==> config.mk <==
export PLATFORM = sky130hd
export DESIGN_NAME = config_setup_sequencer
export DESIGN_NICKNAME = d
export VERILOG_FILES = /design/src/rtl/config_setup_pkg.sv /design/src/rtl/config_setup_sequencer.sv /design/src/rtl/memory_clear_engine.sv
export SDC_FILE = /design/constraint.sdc
export NUM_CORES = 1
export LEC_CHECK = 0
export ABC_AREA = 1
export BUFFER_PORTS_ARGS = -buffer_cell sky130_fd_sc_hd__buf_2
export CORE_MARGIN = 10
export CORE_UTILIZATION = 27
export DETAILED_ROUTE_END_ITERATION = 7
export HOLD_SLACK_MARGIN = 0.03
export PLACE_DENSITY_LB_ADDON = 0.3
export SLEW_MARGIN = 20
export SYNTH_ARGS = -nofsm -noshare
export SYNTH_HDL_FRONTEND = slang
export SYNTH_SLANG_ARGS = --single-unit
==> constraint.sdc <==
create_clock -name SYS_CLK_IN -period 3.23 [get_ports SYS_CLK_IN]
set_input_delay 0.4845 -clock SYS_CLK_IN [delete_from_list [all_inputs] [get_ports SYS_CLK_IN]]
set_output_delay 0.4845 -clock SYS_CLK_IN [all_outputs]
set_load 0.03 [all_outputs]
==> src/rtl/config_setup_pkg.sv <==
// constants, types and timing counts for the configuration setup sequencer
// Contract
// - power-up, clear memory, sample mode, then load
// - clear on power-up, program, reprogram, fallback
// - user I/Os high impedance while clearing
// - init low, released after por/latency delay
// - init held low externally stalls initialization
// - unlimited program low; then clear twice
// - sample mode pins on init rising
// - master modes drive config clock pin
// - sample data on config clock rising
// - program low resets and postpones configuration
// - later init lows ignored after rising
// - init becomes open-drain crc error output
package config_setup_pkg;

	// core clock period
	localparam int unsigned CLK_PERIOD_NS = 10;
	// power-on reset delay and program latency, plain defaults
	localparam int unsigned POR_DELAY_NS = 20000;
	localparam int unsigned PROG_LATENCY_NS = 5000;
	// least times round up to whole cycles
	localparam int unsigned POR_DELAY_CYCLES = (POR_DELAY_NS + CLK_PERIOD_NS - 1) / CLK_PERIOD_NS;
	localparam int unsigned PROG_LATENCY_CYCLES = (PROG_LATENCY_NS + CLK_PERIOD_NS - 1) / CLK_PERIOD_NS;
	localparam int unsigned DELAY_W = 16;

	// config clock half period in core cycles (12.5 MHz by default)
	localparam int unsigned CONFIG_CLOCK_PIN_HALF_CYCLES = 4;
	localparam int unsigned DIV_W = 8;

	// clearing engine
	localparam int unsigned CLEAR_ADDR_W = 10;
	localparam logic [1:0] CLEAR_PASSES_ONCE = 2'h1;
	localparam logic [1:0] CLEAR_PASSES_TWICE = 2'h2;

	// mode pins and which of the four codes are master modes
	localparam int unsigned MODE_W = 2;
	localparam logic [3:0] MASTER_MODE_MASK = 4'h3;
	localparam logic [1:0] MODE_RESET = 2'h0;

	// configuration data width
	localparam int unsigned DATA_W = 8;

	typedef enum logic [2:0] {
		ST_POR_START,
		ST_PROG_HOLD,
		ST_CLEARING,
		ST_INIT_WAIT,
		ST_LOAD
	} seq_state_t;

endpackage : config_setup_pkg

==> src/rtl/config_setup_sequencer.sv <==
// setup phase of configuration: clearing, init pin, mode sampling, config clock
`timescale 1ns/1ps
module config_setup_sequencer
	import config_setup_pkg::*;
#(
	parameter int unsigned POR_CYCLES = POR_DELAY_CYCLES,
	parameter int unsigned LATENCY_CYCLES = PROG_LATENCY_CYCLES,
	parameter int unsigned HALF_CYCLES = CONFIG_CLOCK_PIN_HALF_CYCLES,
	parameter int unsigned D_W = DATA_W
)(
	input wire logic SYS_CLK_IN, // 100 MHz core clock
	input wire logic RSTN_IN, // power-on reset, async, active low
	input wire logic PROGRAM_N_IN, // program request pin, active low
	input wire logic JTAG_REPROGRAM_INSTR_IN, // one-cycle pulse
	input wire logic INTERNAL_REPROGRAM_CMD_IN, // one-cycle pulse
	input wire logic FALLBACK_RETRY_IN, // one-cycle pulse
	input wire logic INIT_N_IN, // init status pin level
	input wire logic [MODE_W-1:0] MODE_IN, // mode select pins
	input wire logic CONFIG_CLOCK_PIN_IN, // config clock pin level
	input wire logic [D_W-1:0] CFG_DATA_IN, // config data pins
	input wire logic CRC_ERROR_IN, // crc error level from later logic
	output logic INIT_N_OUT, // init pin output value, always low
	output logic INIT_N_OE_OUT, // high while pulling init low
	output logic USER_IO_HIZ_OUT, // high: user I/Os high impedance
	output logic CONFIG_CLOCK_PIN_OUT, // config clock drive value
	output logic CONFIG_CLOCK_PIN_OE_OUT, // high in master modes
	output logic [MODE_W-1:0] MODE_OUT, // held sampled mode
	output logic MASTER_MODE_OUT, // sampled mode is master
	output logic LOAD_ACTIVE_OUT, // setup done, loading may run
	output logic [D_W-1:0] CFG_DATA_OUT, // captured data word
	output logic CFG_DATA_VALID_OUT, // one-cycle pulse per capture
	output logic [CLEAR_ADDR_W-1:0] CLEAR_ADDR_OUT, // memory clear address
	output logic CLEAR_WE_OUT // memory clear write strobe
);

	typedef struct packed {
		seq_state_t st;
		logic [DELAY_W-1:0] delay;
		logic clear_done;
		logic clear_start;
		logic [1:0] passes;
		logic [2:0] prog_s;
		logic [2:0] init_s;
		logic [2:0] config_clock_pin_s;
		logic [2:0][MODE_W-1:0] mode_s;
		logic [2:0][D_W-1:0] data_s;
		logic prog_q;
		logic init_q;
		logic config_clock_pin_q;
		logic config_clock_pin_prev;
		logic [MODE_W-1:0] mode_q;
		logic [D_W-1:0] data_q;
		logic [MODE_W-1:0] mode;
		logic master;
		logic [DIV_W-1:0] div;
		logic config_clock_pin_out;
		logic [D_W-1:0] data_out;
		logic data_valid;
		logic init_drive;
		logic hiz;
	} seq_t;

	localparam logic [DELAY_W-1:0] POR_LOAD = DELAY_W'(POR_CYCLES);
	localparam logic [DELAY_W-1:0] LATENCY_LOAD = DELAY_W'(LATENCY_CYCLES);
	localparam logic [DIV_W-1:0] DIV_LAST = DIV_W'(HALF_CYCLES - 1);

	seq_t cur;
	seq_t next_cur;
	logic clear_done_pulse;
	logic clear_abort;
	logic reprogram_req;
	logic config_clock_pin_tick;
	logic config_clock_pin_rise;

	// master modes are those whose bit is set in the mask
	function automatic logic is_master(input logic [MODE_W-1:0] mode);
		is_master = MASTER_MODE_MASK[mode];
	endfunction : is_master

	// a change counts once the 2nd and 3rd stage agree
	function automatic logic agreed_bit(input logic [2:0] s, input logic q);
		agreed_bit = (s[1] == s[2]) ? s[2] : q;
	endfunction : agreed_bit

	// held program pin keeps the walker stopped
	assign clear_abort = (cur.st == ST_PROG_HOLD);
	assign reprogram_req = JTAG_REPROGRAM_INSTR_IN | INTERNAL_REPROGRAM_CMD_IN | FALLBACK_RETRY_IN;
	assign config_clock_pin_tick = (cur.div == DIV_LAST);
	// rising edge of our own clock or of the incoming one
	assign config_clock_pin_rise = cur.master ? (config_clock_pin_tick & ~cur.config_clock_pin_out) : (cur.config_clock_pin_q & ~cur.config_clock_pin_prev);

	// sequence of setup steps and pin handling
	always_comb
	begin
		next_cur = cur;
		next_cur.clear_start = 1'b0;
		next_cur.data_valid = 1'b0;

		// three-stage pin synchronisers
		next_cur.prog_s = {cur.prog_s[1:0], PROGRAM_N_IN};
		next_cur.init_s = {cur.init_s[1:0], INIT_N_IN};
		next_cur.config_clock_pin_s = {cur.config_clock_pin_s[1:0], CONFIG_CLOCK_PIN_IN};
		next_cur.mode_s = {cur.mode_s[1:0], MODE_IN};
		next_cur.data_s = {cur.data_s[1:0], CFG_DATA_IN};
		next_cur.prog_q = agreed_bit(cur.prog_s, cur.prog_q);
		next_cur.init_q = agreed_bit(cur.init_s, cur.init_q);
		next_cur.config_clock_pin_q = agreed_bit(cur.config_clock_pin_s, cur.config_clock_pin_q);
		next_cur.config_clock_pin_prev = cur.config_clock_pin_q;
		if (cur.mode_s[1] == cur.mode_s[2])
			next_cur.mode_q = cur.mode_s[2];
		if (cur.data_s[1] == cur.data_s[2])
			next_cur.data_q = cur.data_s[2];

		// a finished sweep is remembered until the delay also ends
		if (clear_done_pulse)
			next_cur.clear_done = 1'b1;

		case (cur.st)
			ST_POR_START:
			begin
				// power-up is the first step, then clearing
				next_cur.passes = CLEAR_PASSES_ONCE;
				next_cur.clear_start = 1'b1;
				next_cur.clear_done = 1'b0;
				// power-up case waits the por delay
				next_cur.delay = POR_LOAD;
				next_cur.init_drive = 1'b1;
				next_cur.hiz = 1'b1;
				next_cur.st = ST_CLEARING;
			end
			ST_PROG_HOLD:
			begin
				// no limit on how long program stays low
				if (cur.prog_q)
				begin
					next_cur.passes = CLEAR_PASSES_TWICE;
					next_cur.clear_start = 1'b1;
					next_cur.clear_done = 1'b0;
					next_cur.delay = LATENCY_LOAD;
					next_cur.st = ST_CLEARING;
				end
			end
			ST_CLEARING:
			begin
				if (cur.delay != '0)
					next_cur.delay = cur.delay - 1'b1;
				// release init once delay and sweep are over
				if ((cur.delay == '0) && cur.clear_done)
				begin
					next_cur.init_drive = 1'b0;
					// user I/Os leave high impedance after clearing
					next_cur.hiz = 1'b0;
					next_cur.st = ST_INIT_WAIT;
				end
			end
			ST_INIT_WAIT:
			begin
				// stall while someone else holds init low
				if (cur.init_q)
				begin
					next_cur.mode = cur.mode_q;
					// master modes take over the clock pin
					next_cur.master = is_master(cur.mode_q);
					next_cur.div = '0;
					next_cur.config_clock_pin_out = 1'b0;
					next_cur.st = ST_LOAD;
				end
			end
			ST_LOAD:
			begin
				// init pin lows no longer delay anything
				// init pulled low only on a crc error
				next_cur.init_drive = CRC_ERROR_IN;
				// divider enable paces the master clock
				if (cur.master)
				begin
					next_cur.div = config_clock_pin_tick ? '0 : cur.div + 1'b1;
					if (config_clock_pin_tick)
						next_cur.config_clock_pin_out = ~cur.config_clock_pin_out;
				end
				// capture data on each rising clock edge
				if (config_clock_pin_rise)
				begin
					next_cur.data_out = cur.data_q;
					next_cur.data_valid = 1'b1;
				end
			end
			default:
			begin
				next_cur.st = ST_POR_START;
			end
		endcase

		// reprogram instruction, command or fallback retry
		if (reprogram_req && (cur.st != ST_POR_START))
		begin
			next_cur.passes = CLEAR_PASSES_ONCE;
			next_cur.clear_start = 1'b1;
			next_cur.clear_done = 1'b0;
			next_cur.delay = LATENCY_LOAD;
			next_cur.init_drive = 1'b1;
			next_cur.hiz = 1'b1;
			next_cur.master = 1'b0;
			next_cur.config_clock_pin_out = 1'b0;
			// a capture pulse must not outlive the load phase
			next_cur.data_valid = 1'b0;
			next_cur.st = ST_CLEARING;
		end

		// program low overrides every step and postpones it
		if (!cur.prog_q)
		begin
			next_cur.clear_start = 1'b0;
			next_cur.init_drive = 1'b1;
			next_cur.hiz = 1'b1;
			next_cur.master = 1'b0;
			next_cur.config_clock_pin_out = 1'b0;
			next_cur.data_valid = 1'b0;
			next_cur.st = ST_PROG_HOLD;
		end
	end

	// program pin sync stages reset high so an idle pin is not seen as a request
	always_ff @(posedge SYS_CLK_IN or negedge RSTN_IN)
	begin
		if (!RSTN_IN)
		begin
			cur <= '0;
			cur.st <= ST_POR_START;
			cur.prog_s <= 3'h7;
			cur.prog_q <= 1'b1;
			cur.init_drive <= 1'b1;
			cur.hiz <= 1'b1;
			cur.mode <= MODE_RESET;
		end
		else
		begin
			cur <= next_cur;
		end
	end

	memory_clear_engine #(
		.ADDR_W(CLEAR_ADDR_W)
	) u_clear (
		.clk_in(SYS_CLK_IN),
		.rstn_in(RSTN_IN),
		.start_in(cur.clear_start),
		.abort_in(clear_abort),
		.passes_in(cur.passes),
		.addr_out(CLEAR_ADDR_OUT),
		.we_out(CLEAR_WE_OUT),
		.done_out(clear_done_pulse)
	);

	// open-drain init: only the enable moves
	assign INIT_N_OUT = 1'b0;
	assign INIT_N_OE_OUT = cur.init_drive;
	// high impedance while memory is being cleared
	assign USER_IO_HIZ_OUT = cur.hiz;
	assign CONFIG_CLOCK_PIN_OUT = cur.config_clock_pin_out;
	assign CONFIG_CLOCK_PIN_OE_OUT = cur.master;
	assign MODE_OUT = cur.mode;
	assign MASTER_MODE_OUT = cur.master;
	assign LOAD_ACTIVE_OUT = (cur.st == ST_LOAD);
	assign CFG_DATA_OUT = cur.data_out;
	assign CFG_DATA_VALID_OUT = cur.data_valid;

endmodule : config_setup_sequencer

==> src/rtl/memory_clear_engine.sv <==
// sequential configuration memory clear walker, one or more passes
`timescale 1ns/1ps
module memory_clear_engine
	import config_setup_pkg::*;
#(
	parameter int unsigned ADDR_W = CLEAR_ADDR_W
)(
	input wire logic clk_in, // core clock
	input wire logic rstn_in, // async reset, active low
	input wire logic start_in, // one-cycle start pulse
	input wire logic abort_in, // level, stops walking
	input wire logic [1:0] passes_in, // number of full sweeps
	output logic [ADDR_W-1:0] addr_out, // frame address being cleared
	output logic we_out, // clear write strobe
	output logic done_out // one-cycle pulse after last write
);

	typedef struct packed {
		logic busy;
		logic [1:0] passes;
		logic [ADDR_W-1:0] addr;
		logic done;
	} clr_t;

	clr_t cur;
	clr_t next_cur;

	// walk every address, restart the sweep until passes run out
	always_comb
	begin
		next_cur = cur;
		next_cur.done = 1'b0;
		if (abort_in)
		begin
			next_cur.busy = 1'b0;
		end
		else if (start_in)
		begin
			next_cur.busy = 1'b1;
			next_cur.passes = passes_in;
			next_cur.addr = '0;
		end
		else if (cur.busy)
		begin
			next_cur.addr = cur.addr + 1'b1;
			if (&cur.addr)
			begin
				next_cur.passes = cur.passes - 2'h1;
				if (cur.passes <= 2'h1)
				begin
					next_cur.busy = 1'b0;
					next_cur.done = 1'b1;
				end
			end
		end
	end

	always_ff @(posedge clk_in or negedge rstn_in)
	begin
		if (!rstn_in)
			cur <= '0;
		else
			cur <= next_cur;
	end

	assign addr_out = cur.addr;
	assign we_out = cur.busy;
	assign done_out = cur.done;

endmodule : memory_clear_engine

==> Word level (Yosys, flattened, before mapping) <==
Index checks and enable logic that the tools add are counted.
{ "classes": {"add_sub_neg": 4, "order_cmp": 2, "eq_ne": 24, "n_mux": 40, "bitwise": 7, "reduce_logical": 24} }
{ "op_table": {"columns": ["operator", "count"], "rows": [
  ["$pmux 16 s3", 1],
  ["$mux 23", 2],
  ["$mux 1", 18],
  ["$mux 3", 6],
  ["$pmux 9 s2", 1],
  ["$logic_not 16->1", 1],
  ["$mux 16", 1],
  ["$reduce_bool 16->1", 1],
  ["$sub 16x1->16 const B", 1],
  ["$pmux 3 s5", 1],
  ["$mux 14", 1],
  ["$reduce_and 2->1", 7],
  ["$mux 13", 1],
  ["$reduce_and 3->1", 4],
  ["$add 10x1->10 const B", 1],
  ["$mux 10", 1],
  ["$reduce_and 10->1", 1],
  ["$mux 9", 1],
  ["$ne 3x2->1 const B", 3],
  ["$add 8x1->8 const B", 1],
  ["$eq 8x2->1 const B", 1],
  ["$eq 8x8->1", 1],
  ["$mux 8", 1],
  ["$ne 4x2->1 const B", 2],
  ["other kinds (30)", 42]
]} }
{ "word_totals": {"reg_bits": 113, "inputBits": 19, "word_cells": 133} }

==> Logic depth before layout (Yosys ltp) <==
{ "depth": {"ltp_word": 7, "mapped_depth": 10, "mapped_depth_nobuf": 10} }

==> Hierarchy <==
From an unflattened synthesis, not the netlist that was laid out.
{ "hier_totals": {"cells_unflattened": 606, "area_unflattened_um2": 5363.9} }
{ "modules_own_cells": {"columns": ["mod", "n_inst", "cells_each", "area_per_inst_um2", "seq_area_each_um2"], "rows": [
  ["config_setup_sequencer", 1, 482, 4435.5, 2484.9],
  ["memory_clear_engine", 1, 124, 928.4, 350.3]
]} }

==> Least setup slack after synthesis <==
Ideal clock, no wire load.
{ "synth_timing": {"kind": "input-to-reg", "startpoint": "input port INTERNAL_REPROGRAM_CMD_IN", "endpoint": "register cur[91] in the netlist's numbering", "setup_time_ps": 116, "arrival_time_ps": 1341, "required_time_ps": 3114, "slack_ps": 1772, "path_stages": 8, "n_path_buf": 0, "path_cell_list": "nor2_1 > nand2_1 > inv_1 > nand3_1 > nand4_1 > inv_1 > nand2_1 > nand2_1"} }
{ "synth_via": {"elab_chain_len": 5} }
{ "synth_rtl": {"columns": ["item", "line_no", "text"], "rows": [
  ["from (decl)", "config_setup_sequencer.sv:15", "input wire logic INTERNAL_REPROGRAM_CMD_IN,"],
  ["$or 1x1->1 (*) (2 in series)", "config_setup_sequencer.sv:87", "assign reprogram_req = JTAG_REPROGRAM_INSTR_IN | INTERNAL_REPROGRAM_CMD_IN | FALLBACK_RETRY_IN;"],
  ["$logic_and 1x1->1 (*)", "config_setup_sequencer.sv:195", "if (reprogram_req && (cur.st != ST_POR_START))"],
  ["$ne 3x3->1 (no source line) (tied with other cells)", null, null],
  ["$reduce_and 3->1 (no source line)", null, null],
  ["to (signal assigned)", "config_setup_sequencer.sv:238", "cur <= next_cur;"],
  ["to (decl)", "config_setup_sequencer.sv:67", "seq_t cur;"]
]} }
Mark *: on every way between the ends. The rest lies on a longest branch, timed or not.
A chain may end at the register's enable or synchronous reset.

==> Worst setup path after layout <==
{ "layout_timing": {"startpoint": "register cur[97] in the netlist's numbering", "endpoint": "output port LOAD_ACTIVE_OUT"} }
{ "layout_via": {"elab_chain_len": 1} }
{ "layout_rtl": {"columns": ["item", "line_no", "text"], "rows": [
  ["$eq 3x3->1", "config_setup_sequencer.sv:264", "assign LOAD_ACTIVE_OUT = (cur.st == ST_LOAD);"],
  ["to (decl)", "config_setup_sequencer.sv:29", "output logic LOAD_ACTIVE_OUT,"]
]} }
Every way passes these cells.

==> flow_metrics.tcl <==
set metrics [dict create \
    syn_area_um2 5150 \
    dpl_worst_slack_ns 1.41 \
    crit_path_top_delay_cell "dfrtp_1" \
    antenna_cells 0 \
    die_w_um 158 \
    synthTopCellsByArea "dfrtp_1, nand2_1, nand3_1, inv_1, nor2_1" \
    synthDistinctLibCells 43 \
    drt_iter0_markers 201 \
    hpwl_um 7740 \
    cts_buffer_depth 2 \
    cp-end-kind "output pin" \
    start_util_pct 27.5 \
    timing.final.ws_setup_ns 1.14 \
    ctsHtreeMaxLevel 4 \
    yosys_warnings 0 \
    clk_latency_ns 0.41 \
    ys_seq_elements 113 \
    wl_um 10700 \
    leakage_uw 0.00301 \
    cts_tree "built" \
    regToRegStartpoint "u_clear.addr_out[0]" \
    setup_tns_ns 0 \
    overflow 0 \
    avgSynthCellArea_um2 8.99 \
    num_vias 3678 \
    wl_per_cell_um 12.3 \
    cts.sinks 113 \
    path_buf_inv 2 \
    period_minus_slack_ns 2.09 \
    drive_gt1_share_pct 18.1 \
    rows 50 \
    worstPathCellList "nor2_1 > nand2_1 > inv_2 > buf_2" \
    final_cell_mix "nand2_1, dfrtp_1, inv_1" \
    track_usage_pct 9.15 \
    synth-seq-area-share_pct 55.0 \
    critPathTopFamily "buffers and inverters" \
    grt_pass1_vias 3672 \
    hold_path.class "in2async" \
    cts_setup_buffers 0 \
    max-vdd-ir-drop_uv 378 \
    io_pins 48 \
    finalInstanceArea_um2 6150 \
    synth_top_area_share_pct 52.0 \
    finalCritPeriodShare_pct 64.8 \
    routed_via_density 4.26 \
    n_fill_cell 1971 \
    cts.repair.resized 0 \
    critPathLaunchType "register" \
    cts_hold_buf 0 \
    area_growth_pct 19.4 \
    final_common_cell "nand2_1" \
    worst_slew_pin_slew_ns 0.782 \
    maxCapViolations 0 \
    utilization_pct 32.8 \
    clk_pin_slew_ns 0.05 \
    grt_antenna_before_repair 0 \
    drv_slew 0 \
    r2r-end "u_clear.cur[12]" \
    rrSetupSlack_ns 1.51 \
    grt_first_pass_wirelength_um 18100 \
    r2r_cells 8 \
    port_buffers 46 \
    die_area_um2 25000 \
    ant_nets 0 \
    fin_nets 640 \
    cp.required_ns 2.75 \
    finClkSkew_ns 0.00686 \
    rsz0062_at_grt "no" \
    cp_data_arrival_time_ns 1.61 \
    path_class "reg2out" \
    hold_viol_final 0 \
    max_freq_mhz 478 \
    core_um2 18800 \
    ctsRootBufferMaster "clkbuf_16" \
    drc 0 \
    grt_max_degree 59 \
    crit_fanout 13 \
    setup_viol_count_final 0 \
    cts_buffers 17 \
    syn_nets 596 \
    status "completed" \
    yosysTopAreaCell "dfrtp_1" \
    relSlewSlack_pct 47.9 \
    cpPeakStageDelay_ns 0.46 \
    die_h_um 158 \
    total_power_uw 4240 \
    placed_cell_area_um2 5510 \
    power.density_nw_per_um2 689 \
    dr.pass1.iters 4 \
    syn_inst 573 \
    finalWeightedCongestion 0.788 \
]
-- Yosys cell counts --
master / number
nand2_1: 157
dfrtp_1: 107
inv_1: 56
nor2_1: 51
nand3_1: 44
o21ai_0: 29
buf_4: 22
xor2_1: 12
a21oi_1: 11
nand4_1: 8
xnor2_1: 8
dfstp_2: 6
nor2_2: 5
nor3_1: 5
ha_1: 4
inv_2: 4
o21a_1: 4
maj3_1: 3
nand3_2: 3
nor3_2: 3
o211ai_1: 3
o21ai_2: 3
o22ai_1: 3
nand2_2: 2
nor2_4: 2
a21o_1: 1
a31oi_1: 1
a32o_1: 1
and3_1: 1
buf_2: 1
buf_6: 1
buf_8: 1
conb_1: 1
mux2_2: 1
nand2_4: 1
nand3_4: 1
nand3b_4: 1
nand4_2: 1
o2111ai_1: 1
o21ai_1: 1
o22a_1: 1
or2_0: 1
or2_2: 1
-- routing by layer --
metal | vias up | track usage (%) | share of wire (%)
li1 | 1916 | - | -
met1 | 1701 | 11.4 | 49
met2 | 52 | 14.2 | 46
met3 | 9 | 3.04 | 3.5
met4 | 0 | 3.88 | 1.4
met5 | - | 0 | 0
-- registers in the layout (all words and copies together), names as in the netlist --
| signal | cells |
|---|---|
| INIT_N_OE_OUT | 1 |
| u_clear.cur | 2 |
| cur | 84 |
| u_clear.done_out | 1 |
| USER_IO_HIZ_OUT | 1 |
| CFG_DATA_VALID_OUT | 1 |
| CONFIG_CLOCK_PIN_OUT | 1 |
| u_clear.addr_out | 10 |
| CFG_DATA_OUT | 8 |
| MODE_OUT | 2 |
| u_clear.we_out | 1 |
| CONFIG_CLOCK_PIN_OE_OUT | 1 |
-- kinds of logic after synthesis --
logic type | count (synthesis) | share of synthesized area (%)
buffers and inverters | 85 | 8.18
AND/OR/NAND/NOR | 287 | 24.9
XOR/XNOR | 20 | 3.40
other | 1 | 0.0728
flip-flops | 113 | 55.0
multiplexers | 1 | 0.218
AO/OA/AOI/OAI | 59 | 6.68
adder cells (fa/ha/maj) | 7 | 1.55
-- area by class of cell --
class | count | area (µm²) | area share (%)
inverters | 60 | 225 | 3.66
well taps | 234 | 293 | 4.76
clock inverters | 13 | 209 | 3.39
flip-flops and latches | 113 | 2840 | 46.1
multi-input cells | 375 | 1900 | 30.8
repair buffers | 50 | 263 | 4.27
clock buffers | 19 | 433 | 7.03
-- worst max path at each step --
stage	start	end	cells past startpoint
after floorplan	INTERNAL_REPROGRAM_CMD_IN	cur[91]	8
after global placement	INTERNAL_REPROGRAM_CMD_IN	cur[93]	9
after detailed placement	INTERNAL_REPROGRAM_CMD_IN	cur[91]	9
after CTS	cur[97]	LOAD_ACTIVE_OUT	4
after global routing	cur[97]	LOAD_ACTIVE_OUT	4
final	cur[97]	LOAD_ACTIVE_OUT	4
-- power breakdown --
group	switching, µW	internal (µW)
registers	115	1540
clock network	668	1370
logic	368	175
-- metrics by stage --
step	hold slack, ns	cells
after floorplan	0.189	573
after global placement	0.332	832
after detailed placement	0.335	832
after CTS	0.157	864
after global routing	0.156	864
final	0.154	864
(Power assumes the default switching activity.)
